==> config.mk <==
export PLATFORM = sky130hd
export DESIGN_NAME = itcc_channel
export DESIGN_NICKNAME = d
export VERILOG_FILES = /design/src/logic/itcc_pkg.sv /design/src/logic/itcc_edge_if.sv /design/src/logic/itcc_pin_sync.sv /design/src/logic/itcc_decrement.sv /design/src/logic/itcc_channel.sv
export SDC_FILE = /design/constraint.sdc
export NUM_CORES = 1
export LEC_CHECK = 0
export ABC_AREA = 1
export BUFFER_PORTS_ARGS = -buffer_cell sky130_fd_sc_hd__buf_2
export CAP_MARGIN = 20
export CORE_ASPECT_RATIO = 1.75
export CORE_MARGIN = 10
export CORE_UTILIZATION = 38
export CTS_CLUSTER_SIZE = 14
export DETAILED_ROUTE_END_ITERATION = 10
export PLACE_DENSITY = 0.54
export SLEW_MARGIN = 20
export SYNTH_ARGS = -nofsm -noshare
export SYNTH_HDL_FRONTEND = slang
export SYNTH_SLANG_ARGS = --single-unit
==> constraint.sdc <==
create_clock -name REF_CLK_IN -period 4.5 [get_ports REF_CLK_IN]
set_input_delay 0.9 -clock REF_CLK_IN [delete_from_list [all_inputs] [get_ports REF_CLK_IN]]
set_output_delay 0.9 -clock REF_CLK_IN [all_outputs]
set_load 0.03 [all_outputs]
==> src/logic/itcc_pkg.sv <==
// constants, field layout and mode enumeration of the interval timer channel
// assumes nothing beyond a SystemVerilog compiler
package itcc_pkg;

    // ****************************************
    // bus addresses and setup byte layout
    // ****************************************
    localparam logic [1:0] ITCC_ADDR_SETUP = 2'h3;
    localparam int         ITCC_SC_MSB     = 7;
    localparam int         ITCC_SC_LSB     = 6;
    localparam int         ITCC_FMT_MSB    = 5;
    localparam int         ITCC_FMT_LSB    = 4;
    localparam int         ITCC_MODE_MSB   = 3;
    localparam int         ITCC_MODE_LSB   = 1;
    localparam int         ITCC_BCD_BIT    = 0;

    // ****************************************
    // access format codes
    // ****************************************
    localparam logic [1:0] ITCC_FMT_LATCH = 2'h0;
    localparam logic [1:0] ITCC_FMT_LOW   = 2'h1;
    localparam logic [1:0] ITCC_FMT_HIGH  = 2'h2;
    localparam logic [1:0] ITCC_FMT_BOTH  = 2'h3;

    // ****************************************
    // values after reset and counter constants
    // ****************************************
    localparam logic [1:0]  ITCC_RST_FMT = 2'h3;
    localparam logic        ITCC_RST_OUT = 1'b1;
    localparam logic [15:0] ITCC_CNT_ONE = 16'h0001;
    localparam logic [15:0] ITCC_CNT_TWO = 16'h0002;
    localparam logic [1:0]  ITCC_STEP_1  = 2'h1;
    localparam logic [1:0]  ITCC_STEP_2  = 2'h2;
    localparam logic [1:0]  ITCC_STEP_3  = 2'h3;

    // ****************************************
    // positions in the synchronised pin vector
    // ****************************************
    localparam int ITCC_PIN_DATA = 0;
    localparam int ITCC_PIN_ADDR = 8;
    localparam int ITCC_PIN_WR   = 10;
    localparam int ITCC_PIN_RD   = 11;
    localparam int ITCC_PIN_CS   = 12;
    localparam int ITCC_PIN_CCLK = 13;
    localparam int ITCC_PIN_GATE = 14;
    localparam int ITCC_PIN_W    = 15;

    // ****************************************
    // counting modes, one-hot
    // ****************************************
    typedef enum logic [5:0] {
        ITCC_M0 = 6'h01,
        ITCC_M1 = 6'h02,
        ITCC_M2 = 6'h04,
        ITCC_M3 = 6'h08,
        ITCC_M4 = 6'h10,
        ITCC_M5 = 6'h20
    } itcc_mode_t;

    // three-bit mode field to mode, top bit ignored for x10 and x11
    function automatic itcc_mode_t itcc_decode_mode(input logic [2:0] f);
        case (f)
            3'h0:    return ITCC_M0;
            3'h1:    return ITCC_M1;
            3'h4:    return ITCC_M4;
            3'h5:    return ITCC_M5;
            default: return f[0] ? ITCC_M3 : ITCC_M2;
        endcase
    endfunction

endpackage

==> src/logic/itcc_edge_if.sv <==
// level and edge strobes of synchronised pins
// assumes one producer and one consumer on the same clock
`timescale 1ns/1ps
interface itcc_edge_if #(parameter int W = 1) ();
    logic [W-1:0] lvl;
    logic [W-1:0] rise;
    logic [W-1:0] fall;
    modport src (output lvl, output rise, output fall);
    modport dst (input lvl, input rise, input fall);
endinterface

==> src/logic/itcc_pin_sync.sv <==
// two-flop synchroniser with edge strobes for a vector of pins
// assumes pins are asynchronous to clk_in
`timescale 1ns/1ps
module itcc_pin_sync
    import itcc_pkg::*;
#(
    parameter int W = 1
) (
    input  wire logic         clk_in,
    input  wire logic         rst_b_in,
    input  wire logic [W-1:0] pin_in,
    itcc_edge_if.src          edge_o
);

    typedef struct packed {
        logic [W-1:0] meta;
        logic [W-1:0] stab;
        logic [W-1:0] prev;
    } itcc_sync_st_t;

    itcc_sync_st_t q;
    itcc_sync_st_t d;

    // ****************************************
    // shift chain, meta read only by stab
    // ****************************************
    always_comb begin
        d      = q;
        d.meta = pin_in;
        d.stab = q.meta;
        d.prev = q.stab;
    end

    always_ff @(posedge clk_in or negedge rst_b_in) begin
        if (!rst_b_in) begin
            q <= '1;
        end else begin
            q <= d;
        end
    end

    // level and one-cycle edge strobes
    assign edge_o.lvl  = q.stab;
    assign edge_o.rise = q.stab & ~q.prev;
    assign edge_o.fall = ~q.stab & q.prev;

endmodule

==> src/logic/itcc_decrement.sv <==
// subtracts a step of 0..3 from a count, binary or four bcd digits
// assumes a purely combinational use
`timescale 1ns/1ps
module itcc_decrement
    import itcc_pkg::*;
(
    input  wire logic [15:0] value_in,
    input  wire logic [1:0]  step_in,
    input  wire logic        bcd_in,
    output logic      [15:0] value_out
);

    logic [3:0]  sub [0:4];
    logic [15:0] bcd_val;

    assign sub[0] = {2'h0, step_in};

    // ****************************************
    // per digit subtract with borrow chain
    // ****************************************
    genvar i;
    generate
        for (i = 0; i < 4; i++) begin : g_digit
            logic [5:0] diff;
            logic [5:0] fix;
            assign diff = {2'h0, value_in[4*i +: 4]} - {2'h0, sub[i]};
            assign fix  = diff + 6'h0A;
            assign bcd_val[4*i +: 4] = diff[5] ? fix[3:0] : diff[3:0];
            assign sub[i+1] = {3'h0, diff[5]};
        end
    endgenerate

    // binary or decimal result
    assign value_out = bcd_in ? bcd_val : value_in - {14'h0000, step_in};

endmodule

==> src/logic/itcc_channel.sv <==
// one channel of a programmable interval timer with its byte-wide host port
// assumes host pins and count clock are asynchronous to REF_CLK_IN;
// host holds CS, address and data at least 3 reference clocks past WR rising
//
// Contract
// - access format 00 latch, 10 high byte, 01 low byte, 11 low then high
// - number base bit selects binary or four-digit bcd decrement
// - new count taken after all bytes, a count clock rise, then fall
// - mode 0: output low at setup and count, high at terminal count
// - mode 0: counter keeps decrementing after terminal count
// - mode 0: first byte halts counting, second byte starts new count
// - mode 1: output drops after gate rising, high again at terminal count
// - mode 1: new count applies at next trigger, reads leave pulse alone
// - mode 1: each gate rising edge retriggers the full count
// - mode 2: divide by n, output low one clock every n clocks
// - mode 2: reload between pulses affects only the following period
// - mode 2: gate low forces output high, gate rising restarts count
// - mode 2: output high after setup until a count is loaded
// - mode 3: even count steps by two, toggles and reloads at terminal
// - mode 3: odd count first step one when high, three when low
// - mode 4: high after setup, count on load, one clock low at terminal
// - mode 4: rewritten count loads on next count clock
// - mode 4: counting stops while gate is low
// - mode 5: counting starts at gate rising, one clock low at terminal
// - mode 5: each trigger restarts the full count
// - setup byte: channel pick, access format, mode, number base
// - mode 1: gate rising starts counting, output low after next clock
`timescale 1ns/1ps
module itcc_channel
    import itcc_pkg::*;
#(
    parameter logic [1:0] CHANNEL_ID = 2'h0
) (
    input  wire logic       REF_CLK_IN,
    input  wire logic       RST_B_IN,
    input  wire logic       CS_B_IN,
    input  wire logic       RD_B_IN,
    input  wire logic       WR_B_IN,
    input  wire logic [1:0] ADDR_IN,
    input  wire logic [7:0] DATA_IN,
    output logic      [7:0] DATA_OUT,
    output logic            DATA_OE_OUT,
    input  wire logic       CNT_CLK_IN,
    input  wire logic       GATE_IN,
    output logic            TIMER_OUT
);

    // ****************************************
    // state
    // ****************************************
    typedef struct packed {
        itcc_mode_t  mode;
        logic [1:0]  fmt;
        logic        bcd;
        logic [15:0] count;
        logic [15:0] reload;
        logic [15:0] latch;
        logic        latched;
        logic        wr_hi;
        logic        rd_hi;
        logic        pend;
        logic        arm;
        logic        running;
        logic        have_count;
        logic        first;
        logic        trig;
        logic        out;
        logic        oe;
        logic [7:0]  dout;
    } itcc_chan_st_t;

    localparam itcc_chan_st_t ITCC_RST_ST = '{
        mode: ITCC_M0, fmt: ITCC_RST_FMT, out: ITCC_RST_OUT, default: '0};

    itcc_chan_st_t q;
    itcc_chan_st_t d;

    // ****************************************
    // pin synchronisation
    // ****************************************
    itcc_edge_if #(.W(ITCC_PIN_W)) pins ();
    logic [ITCC_PIN_W-1:0] pin_vec;

    assign pin_vec = {GATE_IN, CNT_CLK_IN, CS_B_IN, RD_B_IN, WR_B_IN, ADDR_IN, DATA_IN};

    itcc_pin_sync #(.W(ITCC_PIN_W)) u_sync (
        .clk_in   (REF_CLK_IN),
        .rst_b_in (RST_B_IN),
        .pin_in   (pin_vec),
        .edge_o   (pins.src)
    );

    // decoded host strobes and count clock edges
    logic [7:0] bus_data;
    logic [1:0] bus_addr;
    logic       bus_cs;
    logic       wr_evt;
    logic       setup_wr;
    logic       cnt_wr;
    logic       rd_sel;
    logic       rd_end;
    logic       cnt_rise;
    logic       cnt_fall;
    logic       gate_lvl;
    logic       gate_rise;
    logic       ld;
    itcc_mode_t new_mode;

    assign bus_data  = pins.lvl[ITCC_PIN_DATA +: 8];
    assign bus_addr  = pins.lvl[ITCC_PIN_ADDR +: 2];
    assign bus_cs    = ~pins.lvl[ITCC_PIN_CS];
    assign wr_evt    = pins.rise[ITCC_PIN_WR] & bus_cs;
    assign setup_wr  = wr_evt && bus_addr == ITCC_ADDR_SETUP
                       && bus_data[ITCC_SC_MSB:ITCC_SC_LSB] == CHANNEL_ID;
    assign cnt_wr    = wr_evt && bus_addr == CHANNEL_ID;
    assign rd_sel    = bus_cs && !pins.lvl[ITCC_PIN_RD] && bus_addr == CHANNEL_ID;
    assign rd_end    = pins.rise[ITCC_PIN_RD] && bus_cs && bus_addr == CHANNEL_ID;
    assign cnt_rise  = pins.rise[ITCC_PIN_CCLK];
    assign cnt_fall  = pins.fall[ITCC_PIN_CCLK];
    assign gate_lvl  = pins.lvl[ITCC_PIN_GATE];
    assign gate_rise = pins.rise[ITCC_PIN_GATE];
    assign ld        = cnt_fall & q.arm;
    assign new_mode  = itcc_decode_mode(bus_data[ITCC_MODE_MSB:ITCC_MODE_LSB]);

    // ****************************************
    // decrement step and shared subtractor
    // ****************************************
    logic [1:0]  step;
    logic [15:0] dec;
    logic        tc1;

    // mode 3 steps by two, odd counts start with one or three
    always_comb begin
        step = ITCC_STEP_1;
        if (q.mode == ITCC_M3) begin
            step = ITCC_STEP_2;
            if (q.reload[0] && q.first) begin
                step = q.out ? ITCC_STEP_1 : ITCC_STEP_3;
            end
        end
    end

    itcc_decrement u_dec (
        .value_in  (q.count),
        .step_in   (step),
        .bcd_in    (q.bcd),
        .value_out (dec)
    );

    assign tc1 = q.count == ITCC_CNT_ONE;

    // ****************************************
    // next state
    // ****************************************
    always_comb begin
        logic [7:0]  rbyte;
        logic [15:0] src;
        logic        done;
        rbyte = 8'h00;
        src   = 16'h0000;
        done  = 1'b0;
        d     = q;

        // count write only takes effect after a rise then a fall
        if (cnt_rise && q.pend) begin
            d.pend = 1'b0;
            d.arm  = 1'b1;
        end
        if (ld) begin
            d.arm = 1'b0;
        end

        // counting on the falling edge of the count clock
        if (cnt_fall) begin
            d.trig = 1'b0;
            case (q.mode)
                ITCC_M0: begin
                    if (ld) begin
                        d.count   = q.reload;
                        d.running = 1'b1;
                        d.out     = 1'b0;
                    end else if (q.running && gate_lvl) begin
                        d.count = dec;
                        if (tc1) begin
                            d.out = 1'b1;
                        end
                    end
                end
                ITCC_M1: begin
                    if (q.trig && q.have_count) begin
                        d.count   = q.reload;
                        d.running = 1'b1;
                        d.out     = 1'b0;
                    end else if (q.running) begin
                        d.count = dec;
                        if (tc1) begin
                            d.out = 1'b1;
                        end
                    end
                end
                ITCC_M2: begin
                    if ((q.trig || (ld && !q.running)) && q.have_count && gate_lvl) begin
                        d.count   = q.reload;
                        d.running = 1'b1;
                        d.out     = 1'b1;
                    end else if (q.running && gate_lvl) begin
                        if (tc1) begin
                            d.count = q.reload;
                            d.out   = 1'b1;
                        end else begin
                            d.count = dec;
                            d.out   = q.count != ITCC_CNT_TWO;
                        end
                    end
                end
                ITCC_M3: begin
                    if ((q.trig || (ld && !q.running)) && q.have_count && gate_lvl) begin
                        d.count   = q.reload;
                        d.running = 1'b1;
                        d.out     = 1'b1;
                        d.first   = 1'b1;
                    end else if (q.running && gate_lvl) begin
                        if (q.count == {14'h0000, step}) begin
                            d.count = q.reload;
                            d.out   = ~q.out;
                            d.first = 1'b1;
                        end else begin
                            d.count = dec;
                            d.first = 1'b0;
                        end
                    end
                end
                ITCC_M4: begin
                    if (ld) begin
                        d.count   = q.reload;
                        d.running = 1'b1;
                        d.out     = 1'b1;
                    end else if (q.running && gate_lvl) begin
                        if (!q.out) begin
                            d.out     = 1'b1;
                            d.running = 1'b0;
                        end else begin
                            d.count = dec;
                            d.out   = !tc1;
                        end
                    end
                end
                ITCC_M5: begin
                    if (q.trig && q.have_count) begin
                        d.count   = q.reload;
                        d.running = 1'b1;
                        d.out     = 1'b1;
                    end else if (q.running) begin
                        if (!q.out) begin
                            d.out     = 1'b1;
                            d.running = 1'b0;
                        end else begin
                            d.count = dec;
                            d.out   = !tc1;
                        end
                    end
                end
                default: begin
                    d.running = 1'b0;
                end
            endcase
        end

        // gate rising is sticky until the next falling count edge
        if (gate_rise) begin
            d.trig = 1'b1;
        end

        // low gate forces the rate outputs high at once
        if ((q.mode == ITCC_M2 || q.mode == ITCC_M3) && !gate_lvl) begin
            d.out = 1'b1;
        end

        // count byte writes in the selected access format
        if (cnt_wr) begin
            case (q.fmt)
                ITCC_FMT_LOW: begin
                    d.reload = {8'h00, bus_data};
                    done     = 1'b1;
                end
                ITCC_FMT_HIGH: begin
                    d.reload = {bus_data, 8'h00};
                    done     = 1'b1;
                end
                default: begin
                    if (!q.wr_hi) begin
                        d.reload[7:0] = bus_data;
                        d.wr_hi       = 1'b1;
                        if (q.mode == ITCC_M0) begin
                            d.running = 1'b0;
                        end
                    end else begin
                        d.reload[15:8] = bus_data;
                        d.wr_hi        = 1'b0;
                        done           = 1'b1;
                    end
                end
            endcase
            if (done) begin
                d.pend       = 1'b1;
                d.arm        = 1'b0;
                d.have_count = 1'b1;
            end
        end

        // setup byte: latch command or new mode
        if (setup_wr) begin
            if (bus_data[ITCC_FMT_MSB:ITCC_FMT_LSB] == ITCC_FMT_LATCH) begin
                d.latch   = q.count;
                d.latched = 1'b1;
            end else begin
                d.mode       = new_mode;
                d.fmt        = bus_data[ITCC_FMT_MSB:ITCC_FMT_LSB];
                d.bcd        = bus_data[ITCC_BCD_BIT];
                d.running    = 1'b0;
                d.pend       = 1'b0;
                d.arm        = 1'b0;
                d.wr_hi      = 1'b0;
                d.rd_hi      = 1'b0;
                d.latched    = 1'b0;
                d.have_count = 1'b0;
                d.out        = new_mode != ITCC_M0;
            end
        end

        // read byte from snapshot or live count
        src = q.latched ? q.latch : q.count;
        case (q.fmt)
            ITCC_FMT_HIGH: rbyte = src[15:8];
            ITCC_FMT_LOW:  rbyte = src[7:0];
            default:       rbyte = q.rd_hi ? src[15:8] : src[7:0];
        endcase
        d.dout = rbyte;
        d.oe   = rd_sel;
        if (rd_end) begin
            if (q.fmt == ITCC_FMT_BOTH) begin
                d.rd_hi = ~q.rd_hi;
            end
            if (q.fmt != ITCC_FMT_BOTH || q.rd_hi) begin
                d.latched = 1'b0;
            end
        end
    end

    // state register
    always_ff @(posedge REF_CLK_IN or negedge RST_B_IN) begin
        if (!RST_B_IN) begin
            q <= ITCC_RST_ST;
        end else begin
            q <= d;
        end
    end

    assign DATA_OUT    = q.dout;
    assign DATA_OE_OUT = q.oe;
    assign TIMER_OUT   = q.out;
endmodule

; Word-level counts from Yosys, hierarchy flattened
; Cells that the tools add are included.
[word_totals]
in_bits = 17
output_inout_bits = 10
reg_bits = 121
wordCells = 193
[op_classes]
n_eq_ne = 25
n_bitwise = 10
n_mux = 89
n_reduce_logical = 38
n_addsub = 9
[ops]
columns = cell, count
row1 = 16-bit two-way mux, 17
row2 = 16-bit one-hot mux with 6 select lines, 1
row3 = 1-bit two-way mux, 49
row4 = 16-bit one-hot mux with 2 select lines, 1
row5 = 4-bit two-way mux, 6
row6 = 8-bit two-way mux, 3
row7 = 6-bit one-hot mux with 4 select lines, 1
row8 = "3-bit != test, second input constant", 6
row9 = "4-bit adder, second input constant", 4
row10 = "16-bit by 1-bit equality test with 1-bit output, second input constant", 1
row11 = 16-bit by 2-bit equality test with 1-bit output, 1
row12 = "16-bit by 2-bit != test with 1-bit output, second input constant", 1
row13 = 8-bit one-hot mux with 2 select lines, 1
row14 = 16-bit by 2-bit subtractor with 16-bit output, 1
row15 = 15-bit bitwise AND, 1
row16 = 1-bit logical AND, 15
row17 = 15-bit NOT, 1
row18 = 4-bit by 1-bit subtractor with 5-bit output, 3
row19 = 14-bit bitwise AND, 1
row20 = 14-bit NOT, 1
row21 = 2-bit two-way mux, 6
row22 = 2-bit AND reduction, 4
row23 = 8-bit AND reduction, 1
row24 = 7-bit two-way mux, 1
row25 = 28 further kinds, 44

; Logic depth before layout (Yosys ltp)
[depth]
depth_word = 18
depth_mapped = 29
mapped_depth_nobuf = 29

; Modules after synthesis
; A second synthesis with hierarchy kept.
[hier_totals]
hier_cells = 1133
hier_area_um2 = 8021.4
[by_module_without_submodules]
columns = mod, cells_per_inst, area_per_inst_um2, seq_area_each_um2, n_inst
row1 = itcc_channel, 820, 5489.0, 1906.8, 1
row2 = itcc_pin_sync, 120, 1520.2, 1182.4, 1
row3 = itcc_decrement, 193, 1012.2, 0.0, 1

; Least setup slack after synthesis
; No wires, ideal clock.
[synth_timing]
path_type = register -> register
startpoint = register q (netlist bit TIMER_OUT)
endpoint = register q[65] (netlist bit)
required_time_ps = 4384
n_path_buf = 3
synth_period_minus_slack_ps = 4547
stages_incl_launch_ff = 26
setup_slack_ps = -47
setup_ps = 116
arrival_ps = 4430
path_cell_list = dfstp_2 -> buf_2 -> inv_1 -> buf_2 -> clkbuf_1 -> o21ai_0 -> fa_1 -> nor2_4 -> ha_1 -> ha_1 -> inv_1 -> nor2_1 -> ha_1 -> ha_1 -> nand2_1 -> inv_1 -> ha_1 -> ha_1 -> xor2_1 -> ha_1 -> o211ai_1 -> nand2_1 -> o21bai_1 -> nand4_1 -> nand2_1 -> nand2_1
[synth_via]
elab_chain_len = 14
word_cells_on_any_way = 28
cone_classes = add/sub: 6 / eq/ne: 1 / mux: 21
[synth_rtl]
columns = element, line_no
row1 = start: declaration, itcc_channel.sv:75  ; itcc_chan_st_t q;
row2 = start signal: assignment, itcc_channel.sv:353  ; q <= ITCC_RST_ST;
row3 = start signal: assignment, itcc_channel.sv:355  ; q <= d;
row4 = 2-bit two-way mux, itcc_channel.sv:138  ; step = q.out ? ITCC_STEP_1 : ITCC_STEP_3;
row5 = 2-bit two-way mux, itcc_channel.sv:137  ; if (q.reload[0] && q.first) begin
row6 = 2-bit two-way mux, itcc_channel.sv:135  ; if (q.mode == ITCC_M3) begin
row7 = 4-bit by 2-bit subtractor with 5-bit output, itcc_decrement.sv:26  ; assign diff = {2'h0, value_in[4*i +: 4]} - {2'h0, sub[i]};
row8 = 4-bit by 1-bit subtractor with 5-bit output (3 in series), itcc_decrement.sv:26
row9 = 4-bit adder, itcc_decrement.sv:27  ; assign fix = diff + 6'h0A;
row10 = 4-bit two-way mux, itcc_decrement.sv:28  ; assign bcd_val[4*i +: 4] = diff[5] ? fix[3:0] : diff[3:0];
row11 = 16-bit two-way mux, itcc_decrement.sv:34  ; assign value_out = bcd_in ? bcd_val : value_in - {14'h0000, step_in};
row12 = 16-bit two-way mux (on tied branches) (3 in series), --
row13 = 16-bit one-hot mux with 6 select lines *, itcc_channel.sv:176  ; case (q.mode)
; Every way passes the cells marked *; elsewhere a longest branch is shown, timed or not. The select of a mux whose other input is x is not followed.
; A chain may end at the register's enable or synchronous reset.

; Worst setup path after layout
[layout_timing]
startpoint = register q[75] (netlist bit)
endpoint = register q[65] (netlist bit)
[layout_via]
elab_chain_len = 13
word_cells_on_any_way = 40
cone_classes = add/sub: 6 / eq/ne: 13 / mux: 19 / reduce/logical: 2
[layout_rtl]
columns = element, line_no
row1 = 6-bit by 4-bit equality test with 1-bit output, "itcc_channel.sv:135, itcc_channel.sv:176"
row2 = 2-bit two-way mux, itcc_channel.sv:135
row3 = 4-bit by 2-bit subtractor with 5-bit output, itcc_decrement.sv:26
row4 = 4-bit by 1-bit subtractor with 5-bit output (3 in series), itcc_decrement.sv:26
row5 = 4-bit adder, itcc_decrement.sv:27
row6 = 4-bit two-way mux, itcc_decrement.sv:28
row7 = 16-bit two-way mux, itcc_decrement.sv:34
row8 = 16-bit two-way mux (on tied branches) (3 in series), --
row9 = 16-bit one-hot mux with 6 select lines, itcc_channel.sv:176
; Several ways; a longest one is shown, not always the timed one. The select of a mux whose other input is x is not followed.

==> flow_summary.yaml <==
sta:
  drv_slew: 0
  tightest_slew_ps: 990.2
  max_slew_margin_pct: 33.83
  min_period_over_period_pct: 93.46
  fmax_mhz: 237.8
  skew_ps: 16.83
  layout_min_cycle_time_ps: 4206
  finalSetupViolations: 0
  hold_violations: 0
clocking:
  htreeDepth: 3
  clock_sinks: 110
  ctsResizeCount: 0
  cts_tree: "done"
  root_buffer: "clkbuf_16"
  worst_skew_pair.late_latency_ps: 370
  numCtsBuffers: 9
  hold_buffers: 0
  cts.reportedPaths.clkPinSlew_ps: 90
  postCtsSetupRepairBufs: 0
  cts_buffer_depth: 2
synthesis:
  synth_flop_cell: "dfrtp_1"
  synthesis.area_um2: 6918
  syn_nets: 996
  yosys-top-cells-area: "dfrtp_1 (26%), nand2_1 (15%), dfstp_2 (14%), o21ai_0 (7.8%), inv_1 (5.8%)"
  synth.top_cells.by_count: "nand2_1 (277), o21ai_0 (108), inv_1 (106), nand3_1 (73), dfrtp_1 (72)"
  async_flop_share_pct: 100.0
  seq_area_frac_synth_pct: 40.48
  synth_edf_count: 0
  yosys.area.top_type_share_pct: 26.04
  syn_area_per_cell_um2: 7.191
  synth_area_leader_cell: "dfrtp_1"
  ys_warn_count: 0
  synthCells: 962
  ys_types: 46
  synth_most_common_cell: "nand2_1"
  synth-seq-cells: 110
floorplanning:
  die_area_um2: 24210
  initial_utilization_pct: 38.49
  die_x_um: 122.0
  ios: 27
  core_area_um2: 17970
  die_h_um: 198.5
  fp-row-count: 65
finish:
  antennaDiodeCount: 0
  layout.nets: 1002
  multiInputGateArea_um2: 3468
  drive_gt1_share_pct: 15.93
  regArea_um2: 2800
  filler_cell_count: 1884
  synthToLayoutAreaGrowth_pct: 8.808
  stdcell_area_um2: 7527
power:
  ir_drop_uv: 293.1
  leakage_nw: 3.678
  p_per_area_nw_per_um2: 557.9
  finalPower_mw: 4.200
detailed_routing:
  wl_mm: 19.77
  via_count: 6237
  drt_iter0_markers: 455
  vias_per_cell: 5.167
  wire_per_inst_um: 16.38
  drc_errors: 0
  antenna_left: 0
  drtPass1Iterations: 5
grt:
  grtUsageTotal_pct: 16.85
  first_global_vias: 6123
  grt_pass1_wl_mm: 32.08
  grt_antenna_before_repair: 0
  grt_max_degree: 62
  grt_overflow: 0
placed_design:
  numPortBuffers: 26
  hpwl_mm: 15.23
  place_area_um2: 7167
  gp_congestion: 0.8899
setup_path:
  cp.arrival_ps: 4470
  crit_path_start_kind: "flop"
  crit_required_ps: 4760
  path_max_fanout: 4
  crit_type: "reg -> reg"
  ff2ff_setup_slack_ps: 290
  end_kind: "flop"
min_path:
  hold_class: "reg -> reg"
run:
  drv_cap: 0
status:
  status: "finished clean"
[area by class of cell]
class	instances	area share, %
well taps	234	3.890
inverters	121	6.067
flip-flops and latches	110	37.20
repair buffers	35	2.660
clock inverters	6	0.9309
clock buffers	10	3.175
multi-input cells	691	46.08
[state kept, by name, indices dropped and copies added (netlist names)]
register,cells
q,66
u_sync.d,15
u_sync.edge_o.lvl,15
DATA_OUT,8
u_sync.q,4
DATA_OE_OUT,1
TIMER_OUT,1
[layout by cell type (no fill, tap or decap), drive strengths merged, types with 2 or more instances in the layout]
cell,netlist,layout
a211oi,2,2
a31oi,4,4
a21oi,40,40
xor2,6,6
inv,120,125
nand4,16,16
dfstp,38,38
dfrtp,72,72
ha,16,16
nor2,78,78
clkbuf,12,10
nand3b,2,2
nand3,78,78
nor3,7,7
o211ai,5,5
or2,2,2
clkinv,1,2
o21ai,121,121
nand2,292,292
o21bai,2,2
nor4,2,2
o22ai,9,9
buf,28,35
[per-layer routing]
metal | GRT usage, % | up-vias | part of all wire, %
li1 | - | 3126 | -
met1 | 18.32 | 2932 | 39
met2 | 30.48 | 134 | 53
met3 | 2.157 | 45 | 2.8
met4 | 9.224 | 0 | 4.8
met5 | 0 | - | 0
[metrics by stage]
step / worst slack (ps) / utilization (%) / setup TNS [ps] / hold slack [ps] / instances
after floorplan: 0.4308 / - / 0 / 345.2 / 962
after global placement: 103.7 / 39.87 / 0 / 345.9 / 1191
after detailed placement: 35.41 / 39.87 / 0 / 346.8 / 1191
after CTS: 14.59 / 41.59 / 0 / 359.1 / 1207
after global routing: -17.66 / 41.88 / -25.00 / 362.8 / 1207
final: 294.4 / 41.88 / 0 / 358.0 / 1207
[cells by family (layout without fill, tap and decap cells)]
kind of cell	Yosys count	in the layout	share of synthesized area, %
simple gates	478	478	30.58
compound gates	188	188	14.58
buf+inv	161	172	10.13
flops	110	110	40.48
fa+ha+maj	17	17	3.183
xor+xnor	7	7	0.8863
mux	1	1	0.1628
[path summary, 6_finish.rpt]
check	from	end	cells past startpoint
worst max-delay path	q[75]	q[65]	24
worst min-delay path	u_sync.d[25]	u_sync.edge_o.lvl[10]	0
worst max register to register	q[75]	q[65]	24
worst min register to register	u_sync.d[25]	u_sync.edge_o.lvl[10]	0
max in group asynchronous	RST_B_IN	u_sync.edge_o.lvl[3]	2
min in group asynchronous	RST_B_IN	DATA_OUT[1]	1
[worst max-delay path, cell delays in order, from the launching register on]
cell and delay [ps]:
dfrtp_1 430, nor2_4 180, nand4_2 130, inv_2 90, o21ai_0 150, fa_2 430, nor2_4 120, ha_2 200
ha_1 170, inv_1 70, nor2_2 120, ha_2 190, ha_2 190, nand2_1 100, inv_2 90, ha_4 140
ha_2 200, xor2_2 180, ha_1 250, o211ai_1 170, nand2_1 110, o21bai_1 130, nand4_1 90, nand2_1 80
nand2_1 50
[power by group]
part           leakage [nW]  internal [mW]  switching (mW)
Clock                 0.152          0.412           0.426
Sequential             1.35           1.19           0.198
Combinational          2.18          0.619            1.36
Total                  3.68           2.22            1.98
Power figures use the tool's default switching activity.
